==> config.mk <==
export PLATFORM = sky130hd
export DESIGN_NAME = pan_autoneg
export DESIGN_NICKNAME = d
export VERILOG_FILES = /design/src/core/pan_pkg.sv /design/src/core/pan_autoneg.sv
export SDC_FILE = /design/constraint.sdc
export NUM_CORES = 1
export LEC_CHECK = 0
export ABC_AREA = 1
export BUFFER_PORTS_ARGS = -buffer_cell sky130_fd_sc_hd__buf_2
export CAP_MARGIN = 25
export CORE_UTILIZATION = 35
export DETAILED_ROUTE_END_ITERATION = 7
export PLACE_DENSITY = 0.5
export SYNTH_ARGS = -nofsm -noshare
export SYNTH_HDL_FRONTEND = slang
export SYNTH_SLANG_ARGS = --single-unit
==> constraint.sdc <==
create_clock -name clk_i -period 9.6 [get_ports clk_i]
set_input_delay 1.92 -clock clk_i [delete_from_list [all_inputs] [get_ports clk_i]]
set_output_delay 1.92 -clock clk_i [all_outputs]
set_load 0.01 [all_outputs]
==> src/core/pan_pkg.sv <==
// Package with offsets, fields, defaults and carriers of the negotiation block
package pan_pkg;
	// ==========================================================
	// Register offsets (byte addresses)
	localparam logic [7:0] OFS_CTRL = 8'h00;
	localparam logic [7:0] OFS_STAT = 8'h04;
	localparam logic [7:0] OFS_ADV = 8'h08;
	localparam logic [7:0] OFS_LPA = 8'h0c;
	localparam logic [7:0] OFS_EXP = 8'h10;
	localparam logic [7:0] OFS_NPT = 8'h14;
	localparam logic [7:0] OFS_LPNP = 8'h18;
	localparam logic [7:0] OFS_GCTL = 8'h1c;
	localparam logic [7:0] OFS_GSTAT = 8'h20;
	localparam logic [7:0] OFS_PSCTL = 8'h24;
	localparam logic [7:0] OFS_PSSTAT = 8'h28;
	localparam logic [7:0] OFS_PINT = 8'h2c;
	localparam logic [7:0] OFS_MCTL = 8'h30;
	localparam logic [7:0] OFS_FIBER_TX_CONFIG_WORD = 8'h34;
	localparam logic [7:0] OFS_FIBER_RX_CONFIG_WORD = 8'h38;
	localparam logic [7:0] OFS_MSTAT = 8'h3c;
	localparam logic [7:0] OFS_NPHIST = 8'h40;
	// ==========================================================
	// Field positions
	localparam int CTRL_SOFT_RST = 15;
	localparam int CTRL_AN_EN = 12;
	localparam int CTRL_PWR_DOWN = 11;
	localparam int CTRL_RESTART = 9;
	localparam int CTRL_SPD_LSB = 13;
	localparam int CTRL_SPD_MSB = 6;
	localparam int CTRL_DUPLEX = 8;
	localparam int ADV_NEXT_PAGE = 15;
	localparam int EXP_EXTRA_NP = 15;
	localparam int NP_MORE = 15;
	localparam int MCTL_PM_EN = 0;
	localparam int MCTL_HARD_RST = 1;
	localparam int MCTL_LINK_RST = 2;
	localparam int FIBER_AUTONEG_ENABLE = 15;
	localparam int STAT_LINK = 2;
	localparam int STAT_AN_DONE = 5;
	localparam int EXP_PAGE_RX = 1;
	localparam int ADV_10HD = 5;
	localparam int ADV_10FD = 6;
	localparam int ADV_100HD = 7;
	localparam int ADV_100FD = 8;
	localparam int GIG_FD = 9;
	// Deferred control bits in the control and specific control words
	localparam logic [15:0] CTRL_DEFER_MASK = 16'h3140;
	localparam logic [15:0] PSCTL_DEFER_MASK = 16'h0b78;
	// ==========================================================
	// Reset values: full gigabit copper and fiber advertisement
	localparam logic [15:0] CTRL_RESET = 16'h1140;
	localparam logic [15:0] ADV_RESET = 16'h81e1;
	localparam logic [15:0] EXP_RESET = 16'h0000;
	localparam logic [15:0] GCTL_RESET = 16'h0300;
	localparam logic [15:0] PSCTL_RESET = 16'h0068;
	localparam logic [15:0] FIBER_TX_CONFIG_WORD_RESET = 16'ha020;
	localparam logic [15:0] NPT_RESET = 16'h0001;
	localparam logic [2:0] MCTL_RESET = 3'h0;
	// ==========================================================
	// Speed codes
	localparam logic [1:0] SPD_10 = 2'h0;
	localparam logic [1:0] SPD_100 = 2'h1;
	localparam logic [1:0] SPD_1000 = 2'h2;
	// ==========================================================
	// Timing: delay from negotiation end to MAC status update
	localparam int CLK_MHZ = 125;
	localparam int MSTAT_DELAY_NS = 24;
	localparam int MSTAT_DELAY_CYC = (MSTAT_DELAY_NS * CLK_MHZ) / 1000;
	localparam int NP_HIST_DEPTH = 4;
	// ==========================================================
	// Arbitration states, Gray coded along the path through extra next pages
	typedef enum logic [2:0] {
		ST_IDLE = 3'h0,
		ST_ABILITY = 3'h1,
		ST_AUTO_NP = 3'h3,
		ST_EXTRA_NP = 3'h2,
		ST_DONE = 3'h6,
		ST_LINK_UP = 3'h7,
		ST_PDETECT = 3'h5
	} pan_state_t;
	// ==========================================================
	// Link side carriers
	typedef struct packed {
		logic energy;
		logic link_ok;
		logic partner_an;
		logic [1:0] partner_speed;
		logic base_valid;
		logic [15:0] base_word;
		logic page_valid;
		logic [15:0] page_word;
		logic [15:0] rx_config_word;
	} pan_link_in_t;
	typedef struct packed {
		logic flp_active;
		logic tx_valid;
		logic [15:0] tx_word;
		logic [1:0] speed;
		logic full_duplex;
		logic link_up;
	} pan_link_out_t;
endpackage

==> src/core/pan_autoneg.sv <==
// Auto-negotiation control with Wishbone register file
// Contract
// - Start negotiation at power-up, on link loss and on returning energy.
// - With power management on, MAC low-power entry restarts negotiation.
// - Copper: release of the MAC-driven PHY hard reset starts negotiation.
// - Copper: soft reset, restart, or power-down exit starts negotiation.
// - Fiber: link reset with fiber autoneg enable set starts negotiation.
// - Reset defaults advertise full gigabit and resolve best common mode.
// - Copper partner without negotiation: parallel detect 100 or 10 only.
// - Software options kept only while LAN power is good.
// - Fiber with negotiation off forces 1000 full duplex.
// - Gigabit advertised: automatic next page sent for capability.
// - Next page bit cleared means no extra pages, no software work.
// - Expansion bit 15 set: exchange extra pages via transmit register.
// - Earlier partner next pages kept internally before overwrite.
// - Deferred control bits apply only at reset, restart, wake, link down.
// - Fiber autoneg enable cleared disables fiber negotiation.
// - Expansion and gigabit control latched on entering ability detect.
// - Next page transmit word latched the same way during extra pages.
// - On completion update status, partner ability, expansion, gig status.
// - Speed, duplex, page received, complete in specific and int status.
// - Fiber link state shown in MAC status.
// - MAC status speed, duplex, link updated shortly after completion.
//
// The register addresses and the Wishbone register port were chosen for this implementation.
module pan_autoneg
	import pan_pkg::*;
(
	// Clock and reset
	input wire logic clk_i,
	input wire logic rst_i,
	// Wishbone slave
	input wire logic wb_cyc_i,
	input wire logic wb_stb_i,
	input wire logic wb_we_i,
	input wire logic [7:0] wb_adr_i,
	input wire logic [3:0] wb_sel_i,
	input wire logic [31:0] wb_dat_i,
	output logic [31:0] wb_dat_o,
	output logic wb_ack_o,
	// System
	input wire logic lan_power_ok_i,
	input wire logic fiber_mode_i,
	input wire logic mac_low_power_i,
	// Link partner side
	input wire pan_pkg::pan_link_in_t link_i,
	output pan_pkg::pan_link_out_t link_o
);
	import pan_pkg::*;

	// ==========================================================
	// Helpers
	function automatic logic [15:0] bytes_wr(input logic [15:0] old,
		input logic [31:0] d, input logic [3:0] sel);
		logic [15:0] r;
		r = old;
		if (sel[0])
			r[7:0] = d[7:0];
		if (sel[1])
			r[15:8] = d[15:8];
		return r;
	endfunction

	function automatic logic [2:0] resolve(input logic [15:0] common,
		input logic gig);
		logic [2:0] r;
		r = {SPD_10, 1'b0};
		if (gig)
			r = {SPD_1000, 1'b1};
		else if (common[ADV_100FD])
			r = {SPD_100, 1'b1};
		else if (common[ADV_100HD])
			r = {SPD_100, 1'b0};
		else if (common[ADV_10FD])
			r = {SPD_10, 1'b1};
		return r;
	endfunction

	// ==========================================================
	// Declarations
	pan_state_t state_reg, state_next;
	logic [15:0] ctrl_reg, adv_reg, exp_reg, npt_reg, gctl_reg, psctl_reg;
	logic [15:0] fiber_tx_config_word_reg;
	logic [2:0] mctl_reg;
	logic [15:0] ctrl_act_reg, psctl_act_reg;
	logic [15:0] adv_lat_reg, exp_lat_reg, gctl_lat_reg, npt_lat_reg;
	logic [15:0] lpa_reg, lpnp_reg, gstat_reg;
	logic [15:0] np_hist_reg [NP_HIST_DEPTH];
	logic [1:0] np_hist_sel_reg;
	logic an_done_reg, page_rx_reg, link_reg;
	logic [1:0] spd_reg;
	logic fd_reg;
	logic [3:0] pint_reg;
	logic [3:0] mstat_reg;
	logic [7:0] mdly_reg;
	logic mdly_run_reg;
	logic energy_q_reg, link_q_reg, lowp_q_reg, hrst_q_reg;
	logic init_reg;
	logic wb_req, wr_req;
	logic [2:0] res;
	logic copper, soft_rst_wr, restart_wr, pwr_exit_wr, fiber_start_wr;
	logic link_lost, trigger, apply_defer, fiber_an_on;
	logic start_pend_reg, go;

	assign wb_req = wb_cyc_i && wb_stb_i && !wb_ack_o;
	assign wr_req = wb_req && wb_we_i;
	assign copper = !fiber_mode_i;
	assign fiber_an_on = fiber_tx_config_word_reg[FIBER_AUTONEG_ENABLE];

	// ==========================================================
	// Start events
	always_comb
	begin
		soft_rst_wr = wr_req && wb_adr_i == OFS_CTRL && wb_sel_i[1] &&
			wb_dat_i[CTRL_SOFT_RST] && copper;
		restart_wr = wr_req && wb_adr_i == OFS_CTRL && wb_sel_i[1] &&
			wb_dat_i[CTRL_RESTART] && copper;
		pwr_exit_wr = wr_req && wb_adr_i == OFS_CTRL && wb_sel_i[1] &&
			ctrl_reg[CTRL_PWR_DOWN] && !wb_dat_i[CTRL_PWR_DOWN] && copper;
		fiber_start_wr = wr_req && wb_adr_i == OFS_MCTL && wb_sel_i[0] &&
			wb_dat_i[MCTL_LINK_RST] && fiber_an_on && fiber_mode_i;
		link_lost = link_q_reg && !link_i.link_ok;
		trigger = init_reg
			|| link_lost
			|| (link_i.energy && !energy_q_reg)
			|| (mac_low_power_i && !lowp_q_reg &&
			mctl_reg[MCTL_PM_EN])
			|| (hrst_q_reg && !mctl_reg[MCTL_HARD_RST] && copper)
			|| soft_rst_wr || restart_wr || pwr_exit_wr
			|| fiber_start_wr;
		apply_defer = soft_rst_wr || restart_wr || pwr_exit_wr ||
			link_lost;
		go = trigger || start_pend_reg;
	end

	// ==========================================================
	// Edge history and power-up start
	always_ff @(posedge clk_i)
	begin
		if (rst_i || !lan_power_ok_i)
		begin
			energy_q_reg <= 1'b0;
			link_q_reg <= 1'b0;
			lowp_q_reg <= 1'b0;
			hrst_q_reg <= 1'b0;
			init_reg <= 1'b1;
			start_pend_reg <= 1'b0;
		end
		else
		begin
			energy_q_reg <= link_i.energy;
			link_q_reg <= link_i.link_ok;
			lowp_q_reg <= mac_low_power_i;
			hrst_q_reg <= mctl_reg[MCTL_HARD_RST];
			init_reg <= 1'b0;
			start_pend_reg <= state_reg != ST_IDLE &&
				state_next == ST_IDLE;
		end
	end

	// ==========================================================
	// Software registers, cleared to defaults on power loss
	always_ff @(posedge clk_i)
	begin
		if (rst_i || !lan_power_ok_i)
		begin
			ctrl_reg <= CTRL_RESET;
			adv_reg <= ADV_RESET;
			exp_reg <= EXP_RESET;
			npt_reg <= NPT_RESET;
			gctl_reg <= GCTL_RESET;
			psctl_reg <= PSCTL_RESET;
			fiber_tx_config_word_reg <= FIBER_TX_CONFIG_WORD_RESET;
			mctl_reg <= MCTL_RESET;
		end
		else
		begin
			if (wr_req)
			begin
				case (wb_adr_i)
					OFS_CTRL: ctrl_reg <= bytes_wr(ctrl_reg, wb_dat_i, wb_sel_i);
					OFS_ADV: adv_reg <= bytes_wr(adv_reg, wb_dat_i, wb_sel_i);
					OFS_EXP: exp_reg <= bytes_wr(exp_reg, wb_dat_i, wb_sel_i);
					OFS_NPT: npt_reg <= bytes_wr(npt_reg, wb_dat_i, wb_sel_i);
					OFS_GCTL: gctl_reg <= bytes_wr(gctl_reg, wb_dat_i, wb_sel_i);
					OFS_PSCTL: psctl_reg <= bytes_wr(psctl_reg, wb_dat_i, wb_sel_i);
					OFS_FIBER_TX_CONFIG_WORD: fiber_tx_config_word_reg <= bytes_wr(fiber_tx_config_word_reg, wb_dat_i, wb_sel_i);
					OFS_MCTL:
					begin
						if (wb_sel_i[0])
							mctl_reg <= wb_dat_i[2:0];
					end
					default:
					begin
					end
				endcase
			end
			if (state_reg == ST_IDLE && go)
			begin
				ctrl_reg[CTRL_SOFT_RST] <= 1'b0;
				ctrl_reg[CTRL_RESTART] <= 1'b0;
			end
		end
	end

	// ==========================================================
	// Deferred control copies
	always_ff @(posedge clk_i)
	begin
		if (rst_i || !lan_power_ok_i)
		begin
			ctrl_act_reg <= CTRL_RESET;
			psctl_act_reg <= PSCTL_RESET;
		end
		else if (apply_defer)
		begin
			ctrl_act_reg <= ((soft_rst_wr || restart_wr || pwr_exit_wr) ?
				bytes_wr(ctrl_reg, wb_dat_i, wb_sel_i) : ctrl_reg) &
				CTRL_DEFER_MASK;
			psctl_act_reg <= psctl_reg & PSCTL_DEFER_MASK;
		end
	end

	// ==========================================================
	// Arbitration state machine
	always_comb
	begin
		state_next = state_reg;
		case (state_reg)
			ST_IDLE:
			begin
				if (go)
				begin
					if (fiber_mode_i && !fiber_an_on)
						state_next = ST_PDETECT;
					else if (copper && !ctrl_act_reg[CTRL_AN_EN])
						state_next = ST_PDETECT;
					else
						state_next = ST_ABILITY;
				end
			end
			ST_ABILITY:
			begin
				if (link_i.base_valid)
				begin
					if (copper && gctl_lat_reg[GIG_FD:GIG_FD - 1] != 2'h0)
						state_next = ST_AUTO_NP;
					else if (exp_lat_reg[EXP_EXTRA_NP] &&
						adv_lat_reg[ADV_NEXT_PAGE])
						state_next = ST_EXTRA_NP;
					else
						state_next = ST_DONE;
				end
				else if (!link_i.partner_an && link_i.link_ok)
					state_next = ST_PDETECT;
			end
			ST_AUTO_NP:
			begin
				if (link_i.page_valid)
				begin
					if (exp_lat_reg[EXP_EXTRA_NP] && adv_lat_reg[ADV_NEXT_PAGE])
						state_next = ST_EXTRA_NP;
					else
						state_next = ST_DONE;
				end
			end
			ST_EXTRA_NP:
			begin
				if (link_i.page_valid && !npt_lat_reg[NP_MORE])
					state_next = ST_DONE;
			end
			ST_DONE:
				state_next = ST_LINK_UP;
			ST_PDETECT:
			begin
				if (link_i.link_ok)
					state_next = ST_LINK_UP;
			end
			ST_LINK_UP:
			begin
				if (trigger)
					state_next = ST_IDLE;
			end
			default:
				state_next = ST_IDLE;
		endcase
		if (state_reg != ST_IDLE && state_reg != ST_LINK_UP &&
			(link_lost || soft_rst_wr || restart_wr))
			state_next = ST_IDLE;
	end

	always_ff @(posedge clk_i)
	begin
		if (rst_i || !lan_power_ok_i)
			state_reg <= ST_IDLE;
		else
			state_reg <= state_next;
	end

	// ==========================================================
	// Latches taken on entry to ability detect, next page transmit word on entry to and during extra pages
	always_ff @(posedge clk_i)
	begin
		if (rst_i || !lan_power_ok_i)
		begin
			adv_lat_reg <= ADV_RESET;
			exp_lat_reg <= EXP_RESET;
			gctl_lat_reg <= GCTL_RESET;
			npt_lat_reg <= NPT_RESET;
		end
		else
		begin
			if (state_next == ST_ABILITY && state_reg != ST_ABILITY)
			begin
				adv_lat_reg <= adv_reg;
				exp_lat_reg <= exp_reg;
				gctl_lat_reg <= gctl_reg;
			end
			if (state_next == ST_EXTRA_NP &&
				(state_reg != ST_EXTRA_NP || link_i.page_valid))
				npt_lat_reg <= npt_reg;
		end
	end

	// ==========================================================
	// Partner pages and next page history
	always_ff @(posedge clk_i)
	begin
		if (rst_i || !lan_power_ok_i)
		begin
			lpa_reg <= 16'h0000;
			lpnp_reg <= 16'h0000;
			gstat_reg <= 16'h0000;
			np_hist_sel_reg <= 2'h0;
			for (int i = 0; i < NP_HIST_DEPTH; i++)
				np_hist_reg[i] <= 16'h0000;
		end
		else
		begin
			if (state_reg == ST_ABILITY && link_i.base_valid)
				lpa_reg <= link_i.base_word;
			if (state_reg == ST_AUTO_NP && link_i.page_valid)
				gstat_reg <= link_i.page_word & gctl_lat_reg;
			if (state_reg == ST_EXTRA_NP && link_i.page_valid)
			begin
				lpnp_reg <= link_i.page_word;
				np_hist_reg[0] <= lpnp_reg;
				for (int i = 1; i < NP_HIST_DEPTH; i++)
					np_hist_reg[i] <= np_hist_reg[i - 1];
			end
			if (wr_req && wb_adr_i == OFS_NPHIST && wb_sel_i[0])
				np_hist_sel_reg <= wb_dat_i[1:0];
		end
	end

	// ==========================================================
	// Resolution and status
	assign res = resolve(adv_lat_reg & lpa_reg, gstat_reg[GIG_FD]);

	always_ff @(posedge clk_i)
	begin
		if (rst_i || !lan_power_ok_i)
		begin
			an_done_reg <= 1'b0;
			page_rx_reg <= 1'b0;
			link_reg <= 1'b0;
			spd_reg <= SPD_10;
			fd_reg <= 1'b0;
			pint_reg <= 4'h0;
		end
		else
		begin
			if (wr_req && wb_adr_i == OFS_PINT && wb_sel_i[0])
				pint_reg <= pint_reg & ~wb_dat_i[3:0];
			if (state_reg == ST_IDLE && go)
			begin
				an_done_reg <= 1'b0;
				page_rx_reg <= 1'b0;
			end
			if (link_i.base_valid || link_i.page_valid)
			begin
				page_rx_reg <= 1'b1;
				pint_reg[1] <= 1'b1;
			end
			if (state_reg == ST_DONE)
			begin
				an_done_reg <= 1'b1;
				spd_reg <= fiber_mode_i ? SPD_1000 : res[2:1];
				fd_reg <= res[0] || fiber_mode_i;
				pint_reg[0] <= 1'b1;
				pint_reg[3:2] <= {1'b1, 1'b1};
			end
			else if (state_reg == ST_PDETECT && link_i.link_ok)
			begin
				if (fiber_mode_i)
				begin
					spd_reg <= SPD_1000;
					fd_reg <= 1'b1;
				end
				else if (!ctrl_act_reg[CTRL_AN_EN])
				begin
					spd_reg <= {ctrl_act_reg[CTRL_SPD_MSB],
						ctrl_act_reg[CTRL_SPD_LSB]};
					fd_reg <= ctrl_act_reg[CTRL_DUPLEX];
				end
				else
				begin
					spd_reg <= (link_i.partner_speed == SPD_100) ?
						SPD_100 : SPD_10;
					fd_reg <= 1'b0;
				end
				pint_reg[3:2] <= {1'b1, 1'b1};
			end
			link_reg <= state_reg == ST_LINK_UP && link_i.link_ok;
		end
	end

	// ==========================================================
	// MAC status, updated after a short delay
	always_ff @(posedge clk_i)
	begin
		if (rst_i || !lan_power_ok_i)
		begin
			mstat_reg <= 4'h0;
			mdly_reg <= 8'h00;
			mdly_run_reg <= 1'b0;
		end
		else
		begin
			if (!link_reg)
			begin
				mstat_reg[0] <= 1'b0;
				mdly_run_reg <= 1'b0;
			end
			else if (!mstat_reg[0] && !mdly_run_reg)
			begin
				mdly_run_reg <= 1'b1;
				mdly_reg <= 8'(MSTAT_DELAY_CYC);
			end
			else if (mdly_run_reg && mdly_reg != 8'h00)
				mdly_reg <= mdly_reg - 8'h01;
			else if (mdly_run_reg)
			begin
				mstat_reg <= {spd_reg, fd_reg, 1'b1};
				mdly_run_reg <= 1'b0;
			end
		end
	end

	// ==========================================================
	// Link outputs
	always_ff @(posedge clk_i)
	begin
		if (rst_i)
			link_o <= '0;
		else
		begin
			link_o.flp_active <= state_reg == ST_ABILITY ||
				state_reg == ST_AUTO_NP || state_reg == ST_EXTRA_NP;
			link_o.tx_valid <= state_reg == ST_ABILITY ||
				state_reg == ST_AUTO_NP || state_reg == ST_EXTRA_NP;
			case (state_reg)
				ST_ABILITY: link_o.tx_word <= fiber_mode_i ?
					fiber_tx_config_word_reg : adv_lat_reg;
				ST_AUTO_NP: link_o.tx_word <= gctl_lat_reg;
				ST_EXTRA_NP: link_o.tx_word <= npt_lat_reg;
				default: link_o.tx_word <= 16'h0000;
			endcase
			link_o.speed <= mstat_reg[3:2];
			link_o.full_duplex <= mstat_reg[1];
			link_o.link_up <= mstat_reg[0];
		end
	end

	// ==========================================================
	// Wishbone read and acknowledge
	always_ff @(posedge clk_i)
	begin
		if (rst_i)
		begin
			wb_ack_o <= 1'b0;
			wb_dat_o <= 32'h0000_0000;
		end
		else
		begin
			wb_ack_o <= wb_req;
			if (wb_req && !wb_we_i)
			begin
				case (wb_adr_i)
					OFS_CTRL: wb_dat_o <= {16'h0000, ctrl_reg};
					OFS_STAT: wb_dat_o <= {26'h0, an_done_reg, 2'h0,
						link_reg, 2'h0};
					OFS_ADV: wb_dat_o <= {16'h0000, adv_reg};
					OFS_LPA: wb_dat_o <= {16'h0000, lpa_reg};
					OFS_EXP: wb_dat_o <= {16'h0000, exp_reg[15:2],
						page_rx_reg, 1'b0};
					OFS_NPT: wb_dat_o <= {16'h0000, npt_reg};
					OFS_LPNP: wb_dat_o <= {16'h0000, lpnp_reg};
					OFS_GCTL: wb_dat_o <= {16'h0000, gctl_reg};
					OFS_GSTAT: wb_dat_o <= {16'h0000, gstat_reg};
					OFS_PSCTL: wb_dat_o <= {16'h0000, psctl_reg};
					OFS_PSSTAT: wb_dat_o <= {26'h0, spd_reg, fd_reg,
						page_rx_reg, an_done_reg, link_reg};
					OFS_PINT: wb_dat_o <= {28'h0, pint_reg};
					OFS_MCTL: wb_dat_o <= {29'h0, mctl_reg};
					OFS_FIBER_TX_CONFIG_WORD: wb_dat_o <= {16'h0000, fiber_tx_config_word_reg};
					OFS_FIBER_RX_CONFIG_WORD: wb_dat_o <= {16'h0000, link_i.rx_config_word};
					OFS_MSTAT: wb_dat_o <= {28'h0, mstat_reg};
					OFS_NPHIST: wb_dat_o <= {16'h0000,
						np_hist_reg[np_hist_sel_reg]};
					default: wb_dat_o <= 32'h0000_0000;
				endcase
			end
		end
	end
endmodule

Word-level counts from Yosys, hierarchy flattened
Memory sizes are Yosys's and may differ from the RTL's. A register that Yosys moved wholly into a read port is not among the register bits.
Index checks and enable logic that the tools add are counted.
- register bits after elaboration: 319
- RAM bits: 64
- memories: 1
- add/subtract/negate cells: 1
- equality and inequality tests: 29
- mux-type cells: 56
- bitwise logic cells: 11
- reduce and logical (&&, ||, !) cells: 114
- memories (name ; depth ; bits a word ; read ports ; clocked after Yosys merged registers in ; write ports ; RTL line ; text):
    np_hist_reg ; 4 ; 16 ; 4 ; 1 ; 4 ; pan_autoneg.sv:88 ; logic [15:0] np_hist_reg [NP_HIST_DEPTH];
- operators by type and width (operator ; number):
    case mux 16 bit (17 select lines) ; 1
    two-way mux 16 bit ; 5
    == test 8 x 6 -> 1 bit, second input constant ; 8
    case mux 16 bit (3 select lines) ; 1
    logical AND 1 bit ; 47
    AND reduction 3 bit ; 14
    two-way mux 3 bit ; 13
    == test 8 x 5 -> 1 bit, second input constant ; 4
    two-way mux 8 bit ; 4
    two-way mux 2 bit ; 11
    case mux 3 bit (7 select lines) ; 1
    logical OR 1 bit ; 20
    two-way mux 1 bit ; 18
    AND 16 bit ; 1
    == test 8 x 4 -> 1 bit, second input constant ; 2
    logical NOT 1 bit ; 15
    two-way mux 14 bit ; 1
    nonzero test 2 bit ; 7
    AND 9 bit ; 1
    == test 3 x 2 -> 1 bit, second input constant ; 3
    == test 3 bit, second input constant ; 3
    == test 8 x 3 -> 1 bit, second input constant ; 1
    == test 8 x 7 -> 1 bit, second input constant ; 1
    logical NOT 8 bit ; 1
    18 further kinds ; 28

Longest topological paths before layout
- depth in word-level cells: 17
- depth in mapped cells: 18
- gate-level depth less buffers: 16

Worst setup path before layout
OpenSTA, ideal clock, no wires.
- path kind: input -> register
- start: in rst_i
- end: mem np_hist_reg[0][0], enable pin
- arrival time: 4.569 ns
- data required time: 9.147 ns
- slack: 4.578 ns
- stages: 6
- cell sequence: clkbuf_1 inv_1 nand2_1 inv_2 nand2_1 clkbuf_1
- RTL lines (element ; RTL line ; text):
    from (decl) ; pan_autoneg.sv:31 ; input wire logic rst_i,
    to (decl) ; pan_autoneg.sv:88 ;

Worst setup path after layout
- start: in wb_adr_i[1]
- end: reg npt_lat_reg[0]
- word-level cells in the longest chain between the ends: 15
- elaborated cells between the ends (all ways): 30
- RTL lines (element ; RTL line ; text):
    from (decl) ; pan_autoneg.sv:36 ; input wire logic [7:0] wb_adr_i,
    logical NOT 8 bit ; pan_autoneg.sv:114, pan_autoneg.sv:116, pan_autoneg.sv:118 ;
    logical AND 1 bit (2 in a row) ; pan_autoneg.sv:114, pan_autoneg.sv:116, pan_autoneg.sv:118 ;
    logical AND 1 bit ; pan_autoneg.sv:114 ; soft_rst_wr = wr_req && wb_adr_i == OFS_CTRL && wb_sel_i[1] &&
    logical AND 1 bit ; pan_autoneg.sv:115 ; wb_dat_i[CTRL_SOFT_RST] && copper;
    logical OR 1 bit (3 in a row) ; pan_autoneg.sv:129 ; || soft_rst_wr || restart_wr || pwr_exit_wr
    logical OR 1 bit ; pan_autoneg.sv:130 ; || fiber_start_wr;
    logical OR 1 bit ; pan_autoneg.sv:133 ; go = trigger || start_pend_reg;
    two-way mux 3 bit ; pan_autoneg.sv:232 ; if (go)
    case mux 3 bit (7 select lines) ; pan_autoneg.sv:229 ; case (state_reg)
    two-way mux 3 bit (*) ; pan_autoneg.sv:287 ; if (state_reg != ST_IDLE && state_reg != ST_LINK_UP &&
    == test 3 x 2 -> 1 bit (*) ; pan_autoneg.sv:319 ; if (state_next == ST_EXTRA_NP &&
    logical AND 1 bit (*) ; pan_autoneg.sv:319 ;
    to (signal assigned) ; pan_autoneg.sv:321 ; npt_lat_reg <= npt_reg;
    to (decl) ; pan_autoneg.sv:86 ; logic [15:0] adv_lat_reg, exp_lat_reg, gctl_lat_reg, npt_lat_reg;
Mark *: on every way between the ends. The rest lies on a longest branch, timed or not.
A chain may end at the register's enable or synchronous reset.

==> summary.txt <==
Floorplanning
  – IO Count: 162
  – Std-Cell Rows: 75
  – Die Y: around 210 um
  – CORE AREA: 42200 um^2
  – Die width: approximately 210 um
  – Starting Density: 0.357
  – Die area: between 40000 and 50000 um^2

Setup path
  – Crit-path max FO: 29
  – WP data required: just over 10000 ps
  – Reg-to-reg endpoint: npt_lat_reg[0]
  – Kind of critical path: in2reg
  – R2R setup slack: approximately 5600 ps
  – Worst r2r path cells: 12
  – Critical Path Sink Type: register
  – Setup crit start kind: input pin
  – CP Data Arrival Time: 5540 ps
  – Origin of the critical flop-to-flop path: state_reg[0]

Clock tree
  – Clock sink total: between 300 and 400
  – CTS buffer count: 42
  – Clk Latency, worst-skew pair: 560 ps
  – Buffer count from post-CTS setup fixing: 0
  – Clock-pin slew on the worst setup and hold paths: around 60 ps
  – Cts repair resizes: 0
  – CTS tree: built
  – H-tree depth: 2
  – Root buf cell: clkbuf_16
  – Max Buffers Root-to-Sink: 3
  – Hold buffers post-CTS: 0

Drt
  – Via density: around 5.3
  – WL per Instance: about 22 um
  – Final wirelength: 56.5 mm
  – Post-DRT Antenna Nets: 0
  – DRT Pass-1 Iters: 5
  – Post-route DRC: 0
  – Via count: 13814
  – Iteration-0 DRC Markers: about 1500

Logic synthesis
  – Async SR Flop Fraction: 0
  – Seq cells post-synth: between 300 and 400
  – Number of flops mapped to enable cells by yosys: 64
  – Synth top area share: 0.383
  – Syn Area/Cell: ~8 um^2
  – Synth area leader: dfxtp_1
  – Dominant synthesized flop cell: dfxtp_1
  – Post-synthesis cell type count: 43
  – Synth Instances: just under 2000
  – Post-Syn Area: 15100 um^2
  – Synth warn: 0
  – Post-synthesis sequential area ratio: 0.510
  – Top post-synthesis cells by area: dfxtp_1 (38%), edfxtp_1 (13%), nor2_1 (8.0%), o21ai_0 (7.0%), inv_1 (6.1%)

Timing
  – TNS Setup: 0 ps
  – Endpoints failing setup: 0
  – Final Cycle Share: 0.526
  – Slew Viols, Final: 0
  – Actual slew at the worst max-slew pin: 966 ps
  – RSZ-0062 raised after global routing: no
  – Final Hold Fails: 0
  – Final Critical Period: slightly above 5000 ps
  – Max Fclk: 0.198 GHz
  – Clk_skew: 8.61 ps
  – Worst hold margin: 458 ps
  – Slew HR: 0.354

Global route
  – Largest net degree at the start of global routing: 95
  – Grt ovf: 0
  – Antenna violations before repair: 1
  – First-pass GRT wire length: ~82 mm
  – Vias in the first global route: approximately 13000
  – GRT Total Usage: 0.255

Final layout
  – Most common cell after layout, fill and taps aside: nor2_1
  – Nets@finish: 2135
  – Filler instances: 4397
  – Area grow syn2layout: 17.0%
  – Most frequent cells in the layout: nor2_1 (321), dfxtp_1 (288), inv_1 (244)
  – Max reg flops: 64
  – Share of cells above drive strength 1: 0.117

Placement
  – Detail Placement HPWL: about 40 mm
  – IO buf count: about 130
  – RD Place Congestion: around 0.95

Pwr
  – Pwr/cell area: 203 nW/um^2
  – Leak: 7.06 nW
  – VDD IR-drop max: about 0.12 mV

Flow run
  – Max-Cap Viols: 0

Min path
  – Worst hold-check path type: reg2reg
  – WHS Path Cells: 2

Run status
  – Status: finished, final reports clean
through the flow:
| stage | cell area [um^2] | worst slack (ps) | cells | power [W] | util |
|---|---|---|---|---|---|
| after floorplan | 15100 | 4580 | 1941 | 0.00176 | - |
| after global placement | 16100 | 4080 | 2520 | 0.00185 | 0.381 |
| after detailed placement | 16100 | 4080 | 2520 | 0.00185 | 0.381 |
| after CTS | 17600 | 4670 | 2598 | 0.00359 | 0.417 |
| after global routing | 17600 | 4270 | 2599 | 0.00368 | 0.417 |
| final | 17600 | 4550 | 2600 | 0.00357 | 0.417 |
cell families (layout without fill, tap and decap cells):
| family | Yosys count | count (layout) | share of synthesized area |
|---|---|---|---|
| simple gates | 681 | 681 | 0.189 |
| compound gates | 527 | 527 | 0.201 |
| fa+ha+maj | 2 | 2 | 0.00166 |
| buf+inv | 361 | 480 | 0.0971 |
| flops | 352 | 352 | 0.510 |
| other cells | 1 | 17 | 0.000249 |
| xor+xnor | 2 | 2 | 0.00116 |
report_power, final:
part	switching, W	leakage (nW)	internal [W]
logic	0.000195	3.27	0.0000706
registers	0.0000209	3.04	0.00154
clock network	0.000651	0.746	0.00110
total	0.000867	7.06	0.00271
layout make-up:
cell class	count	area (um^2)	share of cell area
diodes	1	2.50	0.000142
clock inverters	10	204	0.0116
well taps	539	674	0.0383
multi-input cells	1228	5980	0.340
repair buffers	145	791	0.0449
clock buffers	68	1320	0.0747
flip-flops and latches	352	7690	0.436
inverters	257	967	0.0549
how the worst max path moves through the flow:
stage	startpoint	end	slack [ps]	cells past startpoint
2_1_floorplan	rst_i	np_hist_reg[0][0]	4580	6
3_3_place_gp	wb_adr_i[1]	npt_lat_reg[0]	4080	17
3_5_place_dp	wb_adr_i[1]	npt_lat_reg[0]	4080	17
4_1_cts	wb_adr_i[1]	npt_lat_reg[0]	4670	17
5_1_grt	wb_adr_i[1]	npt_lat_reg[1]	4270	17
6_report	wb_adr_i[1]	npt_lat_reg[0]	4550	17
Yosys cell counts (6+ instances only):
master and count:
buf_4 19, a211oi_1 23, o21ai_0 211, o22ai_1 34, inv_1 244, dfxtp_1 288
nor2_1 321, nand4_1 40, buf_1 11, nor2_2 7, clkinv_1 6, o211ai_1 19
nor3_1 9, nand3_1 59, edfxtp_1 64, a21oi_1 179, a221oi_1 46, nand2_1 229
clkbuf_1 65, inv_2 7
per-layer routing:
metal	share of wire	routed length (um)	global-route usage	vias up
met1	0.43	24400	0.337	6518
met5	0	0	0	-
li1	-	-	-	6620
met4	0.043	2430	0.116	0
met2	0.45	25400	0.406	559
met3	0.074	4210	0.0447	117
critical path: stages:
cell      delay [ps]
buf_2             90
nor2_1           240
nand2_1          150
nor2_1           480
nand4_1          180
nand2_1          170
clkinv_1         110
nand4_2          110
nand2_2           70
nor2_1            80
nand2_1           50
nand2_1           50
buf_4            380
nand2_1          600
inv_2            600
nand2_1          130
nand3_1           90
(Power assumes the default switching activity.)
